### src/rtl/flash_host_pkg.sv
/*
  Constants shared by the flash host controller: command byte defaults,
  timing figures and derived cycle counts, retry limits, state encodings.
  Assumes a 10 MHz reference clock.
*/
package flash_host_pkg;

  localparam int unsigned CLK_HZ          = 10_000_000;
  localparam int unsigned ADDR_W          = 16;
  localparam int unsigned DATA_W          = 8;

  // Command bytes are configurable; these defaults are arbitrary.
  localparam logic [7:0]  CMD_READ_DEF    = 8'h00;
  localparam logic [7:0]  CMD_ERASE_DEF   = 8'h20;
  localparam logic [7:0]  CMD_EVERIFY_DEF = 8'hA0;
  localparam logic [7:0]  CMD_PROG_DEF    = 8'h40;
  localparam logic [7:0]  CMD_PVERIFY_DEF = 8'hC0;

  localparam logic [7:0]  ERASED_BYTE     = 8'hFF;
  localparam logic [7:0]  ZERO_BYTE       = 8'h00;

  // Pulse widths in their own units, then as whole clock cycles.
  localparam int unsigned ERASE_PULSE_MS  = 10;
  localparam int unsigned PROG_PULSE_US   = 10;
  localparam int unsigned ERASE_CYC =
    (ERASE_PULSE_MS * (CLK_HZ / 1000) < 1) ? 1 :
    ERASE_PULSE_MS * (CLK_HZ / 1000);
  localparam int unsigned PROG_CYC =
    (PROG_PULSE_US * (CLK_HZ / 1_000_000) < 1) ? 1 :
    PROG_PULSE_US * (CLK_HZ / 1_000_000);

  // Strobe low width; glitches shorter than 10 ns are rejected, so
  // one full 100 ns phase per step keeps every strobe well clear.
  localparam int unsigned STROBE_NS       = 100;
  localparam int unsigned STROBE_CYC      = 1;

  localparam int unsigned ERASE_MAX_TRIES = 1000;
  localparam int unsigned PROG_MAX_TRIES  = 25;

  typedef enum logic [3:0] {
    ST_IDLE    = 4'b0000,
    ST_ZPROG   = 4'b0001,
    ST_ESETUP  = 4'b0010,
    ST_ESTART  = 4'b0011,
    ST_EWAIT   = 4'b0100,
    ST_EVERIFY = 4'b0101,
    ST_PSETUP  = 4'b0110,
    ST_PSTART  = 4'b0111,
    ST_PWAIT   = 4'b1000,
    ST_PVERIFY = 4'b1001,
    ST_DONE    = 4'b1010,
    ST_FAIL    = 4'b1011
  } seq_state_t;

  typedef enum logic [2:0] {
    BS_IDLE  = 3'b000,
    BS_SETUP = 3'b001,
    BS_LOW   = 3'b010,
    BS_HIGH  = 3'b011,
    BS_RD    = 3'b100,
    BS_RDS   = 3'b101
  } bus_state_t;

endpackage : flash_host_pkg

### src/rtl/flash_bus_cycle.sv
/*
  One host bus cycle on the flash pins: a write with a clean strobe
  pulse or a read that samples the data pins.
  Assumes the data input has already passed a two-stage synchroniser.
*/
`timescale 1ns/1ns
module flash_bus_cycle
  import flash_host_pkg::*;
(
  // Clock and reset
  input  wire logic                ref_clk,
  input  wire logic                rst,
  // Request side
  input  wire logic                req_wr,
  input  wire logic                req_rd,
  input  wire logic [ADDR_W-1:0]   req_addr,
  input  wire logic [DATA_W-1:0]   req_data,
  output logic                     cyc_done,
  output logic [DATA_W-1:0]        rd_data,
  // Flash pins
  output logic [ADDR_W-1:0]        addr_q,
  output logic [DATA_W-1:0]        dq_out,
  output logic                     dq_oe_n,
  output logic                     ce_n,
  output logic                     we_n,
  output logic                     oe_n,
  input  wire logic [DATA_W-1:0]   dq_in_sync
);
  import flash_host_pkg::*;

  bus_state_t              st_q, st_d;
  logic [ADDR_W-1:0]       a_d;
  logic [DATA_W-1:0]       do_q, do_d, rd_q, rd_d;
  logic                    dqoe_q, dqoe_d, ce_q, ce_d, we_q, we_d;
  logic                    oe_q, oe_d, done_q, done_d;
  logic [1:0]              rw_q, rw_d;
  // Read data is taken only after it has crossed both synchroniser stages.
  localparam logic [1:0]   RD_WAIT = 2'h2;

  always_comb
  begin
    st_d   = st_q;
    a_d    = addr_q;
    do_d   = do_q;
    rd_d   = rd_q;
    dqoe_d = dqoe_q;
    ce_d   = ce_q;
    we_d   = we_q;
    oe_d   = oe_q;
    done_d = 1'b0;
    rw_d   = 2'h0;
    case (st_q)
      BS_IDLE:
        if (req_wr)
        begin
          // Output enable is raised before any write strobe falls.
          a_d    = req_addr;
          do_d   = req_data;
          dqoe_d = 1'b0;
          oe_d   = 1'b1;
          st_d   = BS_SETUP;
        end
        else if (req_rd)
        begin
          a_d    = req_addr;
          dqoe_d = 1'b1;
          we_d   = 1'b1;
          st_d   = BS_RD;
        end
      BS_SETUP:
      begin
        ce_d = 1'b0;
        we_d = 1'b0;
        st_d = BS_LOW;
      end
      BS_LOW:
      begin
        // Both strobes rise together so data is held through the edge.
        ce_d = 1'b1;
        we_d = 1'b1;
        st_d = BS_HIGH;
      end
      BS_HIGH:
      begin
        dqoe_d = 1'b1;
        done_d = 1'b1;
        st_d   = BS_IDLE;
      end
      BS_RD:
      begin
        ce_d = 1'b0;
        oe_d = 1'b0;
        st_d = BS_RDS;
      end
      BS_RDS:
      begin
        // Two synchroniser stages plus access time need three cycles.
        rw_d = rw_q + 2'h1;
        if (rw_q == RD_WAIT)
        begin
          rw_d   = 2'h0;
          rd_d   = dq_in_sync;
          ce_d   = 1'b1;
          oe_d   = 1'b1;
          done_d = 1'b1;
          st_d   = BS_IDLE;
        end
      end
      default:
        st_d = BS_IDLE;
    endcase
  end

  always_ff @(posedge ref_clk or posedge rst)
  begin
    if (rst)
    begin
      st_q   <= BS_IDLE;
      addr_q <= '0;
      do_q   <= '0;
      rd_q   <= '0;
      dqoe_q <= 1'b1;
      ce_q   <= 1'b1;
      we_q   <= 1'b1;
      oe_q   <= 1'b1;
      done_q <= 1'b0;
      rw_q   <= 2'h0;
    end
    else
    begin
      st_q   <= st_d;
      addr_q <= a_d;
      do_q   <= do_d;
      rd_q   <= rd_d;
      dqoe_q <= dqoe_d;
      ce_q   <= ce_d;
      we_q   <= we_d;
      oe_q   <= oe_d;
      done_q <= done_d;
      rw_q   <= rw_d;
    end
  end

  assign dq_out   = do_q;
  assign dq_oe_n  = dqoe_q;
  assign ce_n     = ce_q;
  assign we_n     = we_q;
  assign oe_n     = oe_q;
  assign cyc_done = done_q;
  assign rd_data  = rd_q;

endmodule : flash_bus_cycle

### src/rtl/flash_host_ctrl.sv
/*
  Host controller for a byte-wide bulk-erase flash: programs single bytes
  and runs the full pre-zero, erase and verify algorithm over the pins.
  Assumes the high program voltage switch and supply are external; the
  controller only raises its enable request and waits for power_good.
*/
`timescale 1ns/1ns
module flash_host_ctrl
  import flash_host_pkg::*;
#(
  parameter logic [7:0]  CMD_READ    = CMD_READ_DEF,
  parameter logic [7:0]  CMD_ERASE   = CMD_ERASE_DEF,
  parameter logic [7:0]  CMD_EVERIFY = CMD_EVERIFY_DEF,
  parameter logic [7:0]  CMD_PROG    = CMD_PROG_DEF,
  parameter logic [7:0]  CMD_PVERIFY = CMD_PVERIFY_DEF,
  parameter int unsigned ERASE_WAIT  = ERASE_CYC,
  parameter int unsigned PROG_WAIT   = PROG_CYC,
  parameter int unsigned LAST_ADDR   = 16'hFFFF
)
(
  // Clock and reset
  input  wire logic                          ref_clk,
  input  wire logic                          rst,
  // User command port
  input  wire logic                          start_prog,
  input  wire logic                          start_erase,
  input  wire logic [flash_host_pkg::ADDR_W-1:0] user_addr,
  input  wire logic [flash_host_pkg::DATA_W-1:0] user_data,
  output logic                               busy,
  output logic                               done,
  output logic                               fail,
  // Power
  input  wire logic                          power_good,
  output logic                               vpp_en,
  // Flash pins
  output logic [flash_host_pkg::ADDR_W-1:0]  flash_addr,
  output logic [flash_host_pkg::DATA_W-1:0]  dq_out,
  output logic                               dq_oe_n,
  input  wire logic [flash_host_pkg::DATA_W-1:0] dq_in,
  output logic                               ce_n,
  output logic                               we_n,
  output logic                               oe_n
);
  import flash_host_pkg::*;

  localparam int unsigned WAIT_MAX = (ERASE_WAIT > PROG_WAIT) ?
                                     ERASE_WAIT : PROG_WAIT;
  localparam int unsigned TW = $clog2(WAIT_MAX + 1);

  seq_state_t              st_q, st_d;
  logic [ADDR_W-1:0]       a_q, a_d;
  logic [DATA_W-1:0]       ud_q, ud_d;
  logic [TW-1:0]           t_q, t_d;
  logic [9:0]              tries_q, tries_d;
  logic                    erase_q, erase_d;
  logic                    issued_q, issued_d;
  logic                    busy_q, busy_d, done_q, done_d, fail_q, fail_d;
  logic                    vpp_q, vpp_d, pg_s1, pg_s2;
  logic [DATA_W-1:0]       dq_s1, dq_s2;
  logic                    req_wr, cyc_done, rd_ph_q, rd_ph_d;
  logic                    rd_busy_q, rd_busy_d;
  logic [DATA_W-1:0]       wr_byte, rd_data;

  // Pins from the device pass two flip-flops before any logic reads them.
  always_ff @(posedge ref_clk or posedge rst)
  begin
    if (rst)
    begin
      pg_s1 <= 1'b0;
      pg_s2 <= 1'b0;
      dq_s1 <= '0;
      dq_s2 <= '0;
    end
    else
    begin
      pg_s1 <= power_good;
      pg_s2 <= pg_s1;
      dq_s1 <= dq_in;
      dq_s2 <= dq_s1;
    end
  end

  // Write data and write requests follow the sequencer state.
  always_comb
  begin
    req_wr  = 1'b0;
    wr_byte = ZERO_BYTE;
    if (!issued_q && pg_s2)
    begin
      case (st_q)
        ST_ESETUP, ST_ESTART:
        begin
          req_wr  = 1'b1;
          wr_byte = CMD_ERASE;
        end
        ST_ZPROG, ST_PSETUP:
        begin
          req_wr  = 1'b1;
          wr_byte = CMD_PROG;
        end
        ST_PSTART:
        begin
          req_wr  = 1'b1;
          wr_byte = erase_q ? ZERO_BYTE : ud_q;
        end
        ST_EVERIFY:
        begin
          req_wr  = 1'b1;
          wr_byte = CMD_EVERIFY;
        end
        ST_PVERIFY:
        begin
          req_wr  = 1'b1;
          wr_byte = CMD_PVERIFY;
        end
        default:
          req_wr = 1'b0;
      endcase
    end
  end

  always_comb
  begin
    st_d     = st_q;
    a_d      = a_q;
    ud_d     = ud_q;
    t_d      = t_q;
    tries_d  = tries_q;
    erase_d  = erase_q;
    issued_d = issued_q;
    busy_d   = busy_q;
    done_d   = 1'b0;
    fail_d   = 1'b0;
    vpp_d    = vpp_q;
    if (req_wr)
      issued_d = 1'b1;
    case (st_q)
      ST_IDLE:
      begin
        vpp_d = 1'b0;
        // Strobes stay idle until the supply is good.
        if (pg_s2 && (start_prog || start_erase))
        begin
          busy_d   = 1'b1;
          vpp_d    = 1'b1;
          erase_d  = start_erase;
          ud_d     = user_data;
          a_d      = start_erase ? '0 : user_addr;
          tries_d  = '0;
          issued_d = 1'b0;
          st_d     = start_erase ? ST_ZPROG : ST_PSETUP;
        end
      end
      ST_ZPROG, ST_PSETUP, ST_ESETUP:
        if (issued_q && cyc_done)
        begin
          issued_d = 1'b0;
          st_d = (st_q == ST_ESETUP) ? ST_ESTART : ST_PSTART;
        end
      ST_PSTART, ST_ESTART:
        if (issued_q && cyc_done)
        begin
          issued_d = 1'b0;
          t_d  = (st_q == ST_ESTART) ? TW'(ERASE_WAIT) : TW'(PROG_WAIT);
          st_d = (st_q == ST_ESTART) ? ST_EWAIT : ST_PWAIT;
        end
      ST_EWAIT, ST_PWAIT:
        if (t_q > TW'(1))
          t_d = t_q - TW'(1);
        else
          st_d = (st_q == ST_EWAIT) ? ST_EVERIFY : ST_PVERIFY;
      ST_EVERIFY, ST_PVERIFY:
        if (issued_q && cyc_done && rd_ph_q)
        begin
          issued_d = 1'b0;
          if (st_q == ST_EVERIFY)
          begin
            if (rd_data != ERASED_BYTE)
            begin
              tries_d = tries_q + 10'd1;
              st_d = (tries_q + 10'd1 >= 10'(ERASE_MAX_TRIES)) ?
                     ST_FAIL : ST_ESETUP;
            end
            else if (a_q == ADDR_W'(LAST_ADDR))
              st_d = ST_DONE;
            else
              a_d = a_q + ADDR_W'(1);
          end
          else if (rd_data != (erase_q ? ZERO_BYTE : ud_q))
          begin
            tries_d = tries_q + 10'd1;
            st_d = (tries_q + 10'd1 >= 10'(PROG_MAX_TRIES)) ?
                   ST_FAIL : ST_PSETUP;
          end
          else if (erase_q && a_q != ADDR_W'(LAST_ADDR))
          begin
            a_d     = a_q + ADDR_W'(1);
            tries_d = '0;
            st_d    = ST_PSETUP;
          end
          else if (erase_q)
          begin
            a_d     = '0;
            tries_d = '0;
            st_d    = ST_ESETUP;
          end
          else
            st_d = ST_DONE;
        end
      ST_DONE, ST_FAIL:
      begin
        done_d = (st_q == ST_DONE);
        fail_d = (st_q == ST_FAIL);
        busy_d = 1'b0;
        vpp_d  = 1'b0;
        st_d   = ST_IDLE;
      end
      default:
        st_d = ST_IDLE;
    endcase
    // Loss of supply aborts once the bus cycle in flight has ended, so no
    // write strobe is ever low after the program voltage request drops.
    if (!pg_s2 && !rd_busy_q && st_q != ST_IDLE && st_q != ST_DONE &&
        st_q != ST_FAIL)
    begin
      st_d   = ST_FAIL;
      vpp_d  = 1'b0;
    end
  end

  // Verify is a write then a read; the phase bit picks the read.
  always_comb
  begin
    rd_ph_d = rd_ph_q;
    if (st_q != ST_EVERIFY && st_q != ST_PVERIFY)
      rd_ph_d = 1'b0;
    else if (cyc_done)
      rd_ph_d = ~rd_ph_q;
  end
  wire verify_rd = (st_q == ST_EVERIFY || st_q == ST_PVERIFY) && pg_s2 &&
                   issued_q && rd_ph_q && !cyc_done && !rd_busy_q;
  // The busy bit covers every bus cycle in flight, writes as well as reads.
  always_comb
  begin
    rd_busy_d = rd_busy_q;
    if (verify_rd || req_wr)
      rd_busy_d = 1'b1;
    else if (cyc_done)
      rd_busy_d = 1'b0;
  end

  always_ff @(posedge ref_clk or posedge rst)
  begin
    if (rst)
    begin
      st_q      <= ST_IDLE;
      a_q       <= '0;
      ud_q      <= '0;
      t_q       <= '0;
      tries_q   <= '0;
      erase_q   <= 1'b0;
      issued_q  <= 1'b0;
      busy_q    <= 1'b0;
      done_q    <= 1'b0;
      fail_q    <= 1'b0;
      vpp_q     <= 1'b0;
      rd_ph_q   <= 1'b0;
      rd_busy_q <= 1'b0;
    end
    else
    begin
      st_q      <= st_d;
      a_q       <= a_d;
      ud_q      <= ud_d;
      t_q       <= t_d;
      tries_q   <= tries_d;
      erase_q   <= erase_d;
      issued_q  <= issued_d;
      busy_q    <= busy_d;
      done_q    <= done_d;
      fail_q    <= fail_d;
      vpp_q     <= vpp_d;
      rd_ph_q   <= rd_ph_d;
      rd_busy_q <= rd_busy_d;
    end
  end

  flash_bus_cycle u_cycle (
    .ref_clk    (ref_clk),
    .rst        (rst),
    .req_wr     (req_wr),
    .req_rd     (verify_rd),
    .req_addr   (a_q),
    .req_data   (wr_byte),
    .cyc_done   (cyc_done),
    .rd_data    (rd_data),
    .addr_q     (flash_addr),
    .dq_out     (dq_out),
    .dq_oe_n    (dq_oe_n),
    .ce_n       (ce_n),
    .we_n       (we_n),
    .oe_n       (oe_n),
    .dq_in_sync (dq_s2)
  );

  assign busy   = busy_q;
  assign done   = done_q;
  assign fail   = fail_q;
  assign vpp_en = vpp_q;

endmodule : flash_host_ctrl

### config.mk
export PLATFORM = sky130hd
export DESIGN_NAME = flash_host_ctrl
export DESIGN_NICKNAME = d
export VERILOG_FILES = /design/src/rtl/flash_host_pkg.sv /design/src/rtl/flash_bus_cycle.sv /design/src/rtl/flash_host_ctrl.sv
export SDC_FILE = /design/constraint.sdc
export NUM_CORES = 1
export LEC_CHECK = 0
export BUFFER_PORTS_ARGS = -buffer_cell sky130_fd_sc_hd__clkbuf_2
export CAP_MARGIN = 20
export CORE_UTILIZATION = 64
export CTS_CLUSTER_DIAMETER = 30
export DETAILED_ROUTE_END_ITERATION = 16
export GPL_TIMING_DRIVEN = 0
export PLACE_DENSITY = 0.93
export SYNTH_ARGS = -nofsm -noshare
export SYNTH_HDL_FRONTEND = slang
export SYNTH_SLANG_ARGS = --single-unit
### constraint.sdc
create_clock -name ref_clk -period 5.6 [get_ports ref_clk]
set_input_delay 0.28 -clock ref_clk [delete_from_list [all_inputs] [get_ports ref_clk]]
set_output_delay 0.28 -clock ref_clk [all_outputs]
set_load 0.01 [all_outputs]
==> impl_metrics.xml, run 1 <==
<?xml version="1.0" encoding="UTF-8"?>
<metrics>
  <group name="outcome">
    <metric name="outcome" unit="">finished, final reports clean</metric>
  </group>
  <group name="setup_path">
    <metric name="regToRegSetupSlack" unit="ns">2.20</metric>
    <metric name="worstReg2RegStart" unit="">a_q[1]$_DFFE_PP0P_</metric>
    <metric name="cp_max_fo" unit="">10</metric>
    <metric name="critical_path.reg2reg.endpoint" unit="">a_q[2]$_DFFE_PP0P_</metric>
    <metric name="worstPathRequired" unit="ns">5.97</metric>
    <metric name="r2r.worst_path.cells" unit="">9</metric>
    <metric name="timing.setup.critical_path_class" unit="">register to register</metric>
    <metric name="worstSetupStartpointType" unit="">register</metric>
    <metric name="timing.critical_path.arrival" unit="ns">3.77</metric>
    <metric name="critPathCaptureType" unit="">register</metric>
  </group>
  <group name="sta">
    <metric name="sum_neg_setup_slack" unit="ns">0</metric>
    <metric name="finalSetupViolations" unit="">0</metric>
    <metric name="skew" unit="ns">0.0198</metric>
    <metric name="rsz0062_at_grt" unit="">false</metric>
    <metric name="final_critical_path_setup_slack" unit="ns">2.20</metric>
    <metric name="worst_margin_slew" unit="ns">0.778</metric>
    <metric name="max-slew-margin-rel" unit="%">48.0</metric>
    <metric name="report.final.hold_viol_count" unit="">0</metric>
    <metric name="final_max_slew_viol_count" unit="">0</metric>
    <metric name="timing.final.crit_share" unit="%">60.7</metric>
    <metric name="period_needed" unit="ns">3.40</metric>
    <metric name="max_freq" unit="MHz">294</metric>
  </group>
  <group name="die">
    <metric name="fp.coreArea" unit="µm²">9730</metric>
    <metric name="floorplan.initialDensity" unit="%">65.8</metric>
    <metric name="design.die.area" unit="µm²">10400</metric>
    <metric name="height_of_the_die" unit="µm">102</metric>
    <metric name="die_width" unit="µm">102</metric>
    <metric name="floorplan.rows" unit="">36</metric>
    <metric name="design.portCount" unit="">69</metric>
  </group>
  <group name="global_route">
    <metric name="via_count_of_the_first_global_routing_pass" unit="">6076</metric>
    <metric name="grt_pass1_wl" unit="mm">31.1</metric>
    <metric name="grt.met2_usage" unit="%">64.2</metric>
    <metric name="grt-busiest-layer" unit="">met2</metric>
    <metric name="grt_start_max_net_pins" unit="">83</metric>
    <metric name="met1_usage" unit="%">47.9</metric>
    <metric name="global_route.usage.total" unit="%">40.0</metric>
    <metric name="met3_usage" unit="%">10.7</metric>
    <metric name="antenna_found_initial" unit="">0</metric>
    <metric name="grt_overflow" unit="">0</metric>
  </group>
  <group name="logic_synthesis">
    <metric name="synth-main-ff-cell" unit="">dfrtp_1</metric>
    <metric name="netlist_area_pre_place" unit="µm²">6400</metric>
    <metric name="synth_fp_nets" unit="">712</metric>
    <metric name="post-synth-top-area-cell" unit="">dfrtp_1</metric>
    <metric name="synth_async_sr_flop_share" unit="%">100</metric>
    <metric name="synthesis.instances" unit="">670</metric>
    <metric name="most_numerous_cell_in_the_yosys_netlist" unit="">dfrtp_1</metric>
    <metric name="netlist_top_cells_area" unit="">dfrtp_1 47%, mux2_2 5.3%, o21ai_0 4.5%, nor2_1 3.9%, nand2_1 3.6%</metric>
    <metric name="synthMuxAreaShare" unit="%">5.75</metric>
    <metric name="yosysWarningCount" unit="">0</metric>
    <metric name="postSynthRegisterBits" unit="">123</metric>
    <metric name="synth-compound-area-share" unit="%">17.4</metric>
    <metric name="synth-edff-count" unit="">0</metric>
    <metric name="synth.avg_cell_area" unit="µm²">9.56</metric>
    <metric name="yosys-top-cells-count" unit="">119 x dfrtp_1, 67 x nor2_1, 61 x nand2_1, 57 x o21ai_0, 37 x a21oi_1</metric>
    <metric name="synth.lib_cells_used.distinct" unit="">76</metric>
    <metric name="synth_sequential_area_ratio" unit="%">48.2</metric>
    <metric name="dominant_combinational_cell_family_by_area_after_synthesis" unit="">simple AND/OR/NAND/NOR gates</metric>
    <metric name="synth_simple_gate_area_share" unit="%">21.6</metric>
    <metric name="synth_fa_ha_area_share" unit="%">0.977</metric>
    <metric name="post_synth_xor_area_fraction" unit="%">2.46</metric>
    <metric name="synth_largest_type_area_fraction" unit="%">46.5</metric>
  </group>
  <group name="worst_hold_path">
    <metric name="holdPathEnd" unit="">a_q[6]$_DFFE_PP0P_</metric>
    <metric name="number_of_stages_on_the_worst_hold_path" unit="">3</metric>
    <metric name="worst_min_path_class" unit="">primary input to register</metric>
    <metric name="worst_hold_startpoint" unit="">user_addr[6]</metric>
  </group>
  <group name="placement">
    <metric name="placer_congestion" unit="">0.894</metric>
    <metric name="port_buffers" unit="">68</metric>
    <metric name="dpl_worst_slack" unit="ns">2.81</metric>
    <metric name="dp_hpwl" unit="mm">11.0</metric>
    <metric name="placed_cells_incl_taps" unit="">872</metric>
  </group>
  <group name="clock_network">
    <metric name="clk_pin_slew_worst_paths" unit="ns">0.07</metric>
    <metric name="clk_latency" unit="ns">0.54</metric>
    <metric name="tritoncts" unit="">built</metric>
    <metric name="cts_setup_buffers" unit="">0</metric>
    <metric name="cts_made_buffers" unit="">17</metric>
    <metric name="cts_max_level" unit="">4</metric>
    <metric name="post_cts_resized" unit="">0</metric>
    <metric name="root_buffer" unit="">clkbuf_8</metric>
    <metric name="clockBufferDepth" unit="">2</metric>
    <metric name="clock-sinks" unit="">123</metric>
  </group>
  <group name="drt">
    <metric name="drt_pre_antenna_iters" unit="">5</metric>
    <metric name="routed_len_inst" unit="µm">21.1</metric>
    <metric name="routed_wl" unit="mm">19.4</metric>
    <metric name="via_count" unit="">6169</metric>
    <metric name="number_of_design_rule_violations_left_after_detail_routing" unit="">0</metric>
    <metric name="drt_iter0_drc" unit="">762</metric>
    <metric name="vias_per_cell" unit="">6.70</metric>
    <metric name="postRouteAntennaNets" unit="">0</metric>
  </group>
  <group name="pwr">
    <metric name="p_leak" unit="nW">3.42</metric>
    <metric name="vdd_ir_drop_max" unit="mV">0.354</metric>
    <metric name="power_density" unit="nW/µm²">534</metric>
  </group>
  <group name="finish">
    <metric name="fillerInstances" unit="">576</metric>
    <metric name="layout_area_overhead" unit="%">20.4</metric>
    <metric name="nets" unit="">817</metric>
    <metric name="num_antenna_cells" unit="">0</metric>
    <metric name="finalNonFillerCells" unit="">921</metric>
    <metric name="ratio_of_cells_with_drive_above_1_in_the_final_layout" unit="%">21.4</metric>
  </group>
  <group name="run">
    <metric name="maxCapViolCount" unit="">0</metric>
  </group>
</metrics>
## stage by stage
step / util [%] / hold slack (ns) / power [mW] / area (µm²)
3_3_place_gp: 71.0 / 0.332 / 2.74 / 6910
4_1_cts: 79.2 / 0.00260 / 3.99 / 7710
2_1_floorplan: - / 0.311 / 2.41 / 6400
5_1_grt: 79.2 / 0.0285 / 4.29 / 7710
3_5_place_dp: 71.3 / 0.312 / 2.83 / 6940
6_report: 79.2 / 0.00913 / 4.12 / 7710
## power breakdown
| part | switching [mW] | leakage, nW | internal, mW |
|---|---|---|---|
| clock | 0.449 | 0.291 | 0.669 |
| combinational | 0.948 | 1.56 | 0.584 |
| sequential | 0.301 | 1.58 | 1.17 |
| total | 1.70 | 3.42 | 2.42 |
## worst max path at each step
stage	startpoint	to	cells after the start
floorplan	rst	a_q[0]$_DFFE_PP0P_	1
global placement	rst	t_q[16]$_DFFE_PP0P_	2
detailed placement	a_q[0]$_DFFE_PP0P_	a_q[5]$_DFFE_PP0P_	9
CTS	a_q[1]$_DFFE_PP0P_	a_q[15]$_DFFE_PP0P_	9
global route	a_q[1]$_DFFE_PP0P_	a_q[2]$_DFFE_PP0P_	9
finish	a_q[1]$_DFFE_PP0P_	a_q[2]$_DFFE_PP0P_	9
## repair_timing
item | in CTS | in global routing
hold endpoints to repair | 57 | 0
hold buffers | 17 | 0
endpoints found under the setup margin | 0 | 0
## state kept, by name, summed over array words and instances, names as in the netlist, 2 cells and up
signal,flops
u_cycle.st_q,3
u_cycle.rw_q,2
u_cycle.addr_q,16
u_cycle.dq_out,8
u_cycle.rd_data,8
tries_q,10
dq_s2,8
a_q,16
ud_q,8
dq_s1,8
st_q,4
t_q,17
## layout by cell type (no fill, tap or decap), types with 4 or more instances in the layout
cell type | netlist | routed
clkbuf_16 | 0 | 16
o311ai_0 | 4 | 4
nor4_1 | 7 | 7
a21o_1 | 6 | 6
and3_1 | 11 | 11
dlygate4sd3_1 | 0 | 17
buf_2 | 10 | 10
clkbuf_1 | 20 | 20
nor2_1 | 67 | 67
nor2b_1 | 12 | 12
nand3b_1 | 5 | 5
dfstp_2 | 4 | 4
o22ai_1 | 8 | 8
nor3_1 | 22 | 22
or3_1 | 4 | 4
o21bai_1 | 4 | 4
o21ai_0 | 57 | 57
xor2_1 | 6 | 6
a31oi_1 | 7 | 7
dfrtp_1 | 119 | 119
clkinv_4 | 0 | 4
nand4_1 | 6 | 6
nand2_1 | 61 | 61
nand3_1 | 23 | 23
nor3b_1 | 9 | 9
ha_1 | 5 | 5
and2_1 | 8 | 8
mux2_2 | 30 | 30
a21oi_1 | 37 | 37
clkbuf_2 | 2 | 70
xnor2_1 | 12 | 12
o21ai_1 | 9 | 9
inv_6 | 0 | 7
inv_1 | 20 | 19
## kinds of logic after synthesis
group,after synthesis
xor+xnor,18
compound gates,173
simple gates,262
flops,123
buf+inv,56
fa+ha+maj,5
mux,33
## metal layers
metal | up-vias | part of all wire, %
met2 | 471 | 48
met1 | 2941 | 36
met5 | - | 0
li1 | 2627 | -
met4 | 0 | 6.6
met3 | 130 | 9.1
## area by class of cell
type / count / area, µm² / area share [%]
buffer: 36 / 161 / 2.09
clock buffer: 19 / 442 / 5.73
clock inverter: 13 / 155 / 2.01
inverter: 20 / 80.1 / 1.04
multi-input combinational: 491 / 3080 / 40.0
sequential: 123 / 3080 / 40.0
tap: 133 / 166 / 2.16
timing repair buffer: 86 / 538 / 6.98
## worst max-delay path, cell delays in order, from the launching register on
cell and delay [ns]:
dfrtp_1 0.47, ha_1 0.26, and3_1 0.33, and3_1 0.36
nand4_2 0.25, a31oi_2 0.63, buf_2 0.38, nor3b_1 0.12
a21oi_1 0.25, o21ai_1 0.17
Note: power is estimated with default switching activity, not from simulation.
==> run 2, diff against run 1 <==
--- a/config.mk
+++ b/config.mk
@@ -7,11 +7,11 @@
 export LEC_CHECK = 0
 export BUFFER_PORTS_ARGS = -buffer_cell sky130_fd_sc_hd__clkbuf_2
 export CAP_MARGIN = 20
-export CORE_UTILIZATION = 64
+export CORE_UTILIZATION = 59
 export CTS_CLUSTER_DIAMETER = 30
 export DETAILED_ROUTE_END_ITERATION = 16
 export GPL_TIMING_DRIVEN = 0
-export PLACE_DENSITY = 0.93
+export PLACE_DENSITY = 0.87
 export SYNTH_ARGS = -nofsm -noshare
 export SYNTH_HDL_FRONTEND = slang
 export SYNTH_SLANG_ARGS = --single-unit
==> constraint.sdc (replaced) <==
create_clock -name ref_clk -period 3.55 [get_ports ref_clk]
set_input_delay 0.1775 -clock ref_clk [delete_from_list [all_inputs] [get_ports ref_clk]]
set_output_delay 0.1775 -clock ref_clk [all_outputs]
set_load 0.01 [all_outputs]
==> impl_metrics.xml, run 2 (synthesis gave the netlist of run 1 again) <==
<?xml version="1.0" encoding="UTF-8"?>
<metrics>
  <group name="finish">
    <metric name="post-route-cell-area" unit="µm²">7850</metric>
    <metric name="layout.cells.most_common" unit="">dfrtp_1</metric>
    <metric name="max_flop_register" unit="">t_q</metric>
    <metric name="num_antenna_cells" unit="">0</metric>
    <metric name="ratio_of_cells_with_drive_above_1_in_the_final_layout" unit="%">20.9</metric>
    <metric name="fillerInstances" unit="">642</metric>
    <metric name="layout_area_overhead" unit="%">22.6</metric>
    <metric name="nets" unit="">834</metric>
    <metric name="sequential_cell_area" unit="µm²">3080</metric>
    <metric name="top_regs" unit="">t_q: 17 flops, a_q: 16 flops, u_cycle.addr_q: 16 flops</metric>
    <metric name="area_of_combinational_cells_with_multiple_inputs" unit="µm²">3080</metric>
    <metric name="layout_common_cells" unit="">119 x dfrtp_1, 70 x clkbuf_2, 67 x nor2_1</metric>
    <metric name="largest_register_ff_count" unit="">17</metric>
  </group>
  <group name="clock_network">
    <metric name="ctsHoldBuffers" unit="">34</metric>
    <metric name="tritoncts" unit="">built</metric>
    <metric name="cts_setup_buffers" unit="">0</metric>
    <metric name="post_cts_resized" unit="">0</metric>
    <metric name="cts_max_level" unit="">4</metric>
    <metric name="cts_made_buffers" unit="">17</metric>
    <metric name="clockBufferDepth" unit="">2</metric>
    <metric name="clock-sinks" unit="">123</metric>
    <metric name="root_buffer" unit="">clkbuf_8</metric>
    <metric name="clk_latency" unit="ns">0.54</metric>
    <metric name="clk_pin_slew_worst_paths" unit="ns">0.06</metric>
  </group>
  <group name="drt">
    <metric name="postRouteAntennaNets" unit="">0</metric>
    <metric name="routed_len_inst" unit="µm">19.5</metric>
    <metric name="routed_wl" unit="mm">18.4</metric>
    <metric name="drt_pre_antenna_iters" unit="">6</metric>
    <metric name="number_of_design_rule_violations_left_after_detail_routing" unit="">0</metric>
    <metric name="via_count" unit="">6069</metric>
    <metric name="vias_per_cell" unit="">6.45</metric>
    <metric name="drt_iter0_drc" unit="">766</metric>
  </group>
  <group name="global_route">
    <metric name="antenna_found_initial" unit="">0</metric>
    <metric name="global_route.usage.total" unit="%">35.0</metric>
    <metric name="grt_overflow" unit="">0</metric>
    <metric name="met1_usage" unit="%">43.2</metric>
    <metric name="grt_start_max_net_pins" unit="">90</metric>
    <metric name="grt-busiest-layer" unit="">met2</metric>
    <metric name="grt_pass1_wl" unit="mm">30.3</metric>
    <metric name="via_count_of_the_first_global_routing_pass" unit="">6021</metric>
    <metric name="grt.met2_usage" unit="%">57.4</metric>
    <metric name="met3_usage" unit="%">8.22</metric>
  </group>
  <group name="die">
    <metric name="design.portCount" unit="">69</metric>
    <metric name="fp.coreArea" unit="µm²">10400</metric>
    <metric name="height_of_the_die" unit="µm">106</metric>
    <metric name="design.die.area" unit="µm²">11300</metric>
    <metric name="floorplan.rows" unit="">37</metric>
    <metric name="floorplan.initialDensity" unit="%">61.5</metric>
    <metric name="die_width" unit="µm">106</metric>
  </group>
  <group name="placement">
    <metric name="port_buffers" unit="">68</metric>
    <metric name="dp_hpwl" unit="mm">10.6</metric>
    <metric name="placer_congestion" unit="">0.889</metric>
    <metric name="dpl-instance-area" unit="µm²">6950</metric>
  </group>
  <group name="sta">
    <metric name="skew" unit="ns">0.0110</metric>
    <metric name="rsz0062_at_grt" unit="">false</metric>
    <metric name="period_needed" unit="ns">3.18</metric>
    <metric name="report.final.hold_viol_count" unit="">0</metric>
    <metric name="whs" unit="ns">0.0282</metric>
    <metric name="timing.final.crit_share" unit="%">89.6</metric>
    <metric name="finalSetupViolations" unit="">0</metric>
    <metric name="max-slew-margin-rel" unit="%">48.8</metric>
    <metric name="max_freq" unit="MHz">314</metric>
    <metric name="worst_margin_slew" unit="ns">0.767</metric>
    <metric name="final_max_slew_viol_count" unit="">0</metric>
  </group>
  <group name="pwr">
    <metric name="vdd_ir_drop_max" unit="mV">0.527</metric>
    <metric name="power_density" unit="nW/µm²">803</metric>
    <metric name="p_leak" unit="nW">3.47</metric>
  </group>
  <group name="setup_path">
    <metric name="worstPathRequired" unit="ns">3.93</metric>
    <metric name="r2r.worst_path.cells" unit="">9</metric>
    <metric name="timing.critical_path.slowest_cell_delay" unit="ns">0.62</metric>
    <metric name="worstSetupStartpointType" unit="">register</metric>
    <metric name="cp.depth" unit="">9</metric>
    <metric name="cp_max_fo" unit="">10</metric>
    <metric name="cpMaxStageDelayCell" unit="">a31oi_2</metric>
    <metric name="timing.critical_path.arrival" unit="ns">3.56</metric>
    <metric name="regToRegSetupSlack" unit="ns">0.37</metric>
    <metric name="critical-path-top-delay-family" unit="">simple AND/OR/NAND/NOR gates</metric>
    <metric name="cell_chain_critical_path" unit="">ha_1, and3_1, and3_1, nand4_2, a31oi_2, buf_2, nor2_1, o21ai_0, o21ai_0</metric>
    <metric name="timing.setup.critical_path_class" unit="">register to register</metric>
    <metric name="worst_path_bufs_invs" unit="">1</metric>
    <metric name="critPathCaptureType" unit="">register</metric>
  </group>
  <group name="worst_hold_path">
    <metric name="worst_min_path_class" unit="">primary input to register</metric>
    <metric name="number_of_stages_on_the_worst_hold_path" unit="">2</metric>
  </group>
  <group name="run">
    <metric name="maxCapViolCount" unit="">0</metric>
  </group>
  <group name="outcome">
    <metric name="outcome" unit="">finished, final reports clean</metric>
  </group>
</metrics>
-- run 2: per-layer routing --
metal / part of all wire, % / wire length [µm]
met5: 0 / 0
met4: 4.6 / 845
met2: 49 / 9010
met3: 8.8 / 1620
met1: 38 / 6890
-- run 2: cell type report --
class	instances	area share [%]
Tap cell	136	2.17
Inverter	20	1.02
Buffer	36	2.06
Sequential cell	123	39.3
Timing Repair Buffer	103	9.03
Multi-Input combinational cell	491	39.3
Clock inverter	12	1.47
Clock buffer	20	5.68
-- run 2: where the power goes --
part	switching [mW]	total (mW)	internal [mW]
sequential	0.461	2.30	1.84
clock	0.675	1.65	0.972
combinational	1.42	2.35	0.933
total	2.56	6.30	3.75
-- run 2: through the flow --
step / power, mW / worst slack [ns] / instances / util (%) / setup TNS [ns]
6_report: 6.30 / 0.370 / 941 / 75.3 / 0
5_1_grt: 6.64 / 0.198 / 941 / 75.3 / 0
4_1_cts: 6.16 / 0.640 / 941 / 75.3 / 0
3_5_place_dp: 4.47 / 0.706 / 875 / 66.7 / 0
2_1_floorplan: 3.80 / 0.108 / 670 / - / 0
3_3_place_gp: 4.33 / -1.03 / 874 / 66.4 / -121.01
-- run 2: path summary, 6_finish.rpt --
kind / start / endpoint
max in group asynchronous: rst / u_cycle.ce_n$_DFFE_PP1P_
max reg2reg: a_q[0]$_DFFE_PP0P_ / a_q[12]$_DFFE_PP0P_
min reg2reg: dq_s1[4]$_DFF_PP0_ / dq_s2[4]$_DFF_PP0_
max: a_q[0]$_DFFE_PP0P_ / a_q[12]$_DFFE_PP0P_
min: start_erase / erase_q$_DFFE_PP0P_
min in group asynchronous: rst / dq_s2[1]$_DFF_PP0_
-- run 2: worst reg2reg max path, stage by stage (launching register included) --
cell,delay (ns)
dfrtp_1,0.46
ha_1,0.23
and3_1,0.28
and3_1,0.35
nand4_2,0.26
a31oi_2,0.62
buf_2,0.37
nor2_1,0.11
o21ai_0,0.20
o21ai_0,0.16
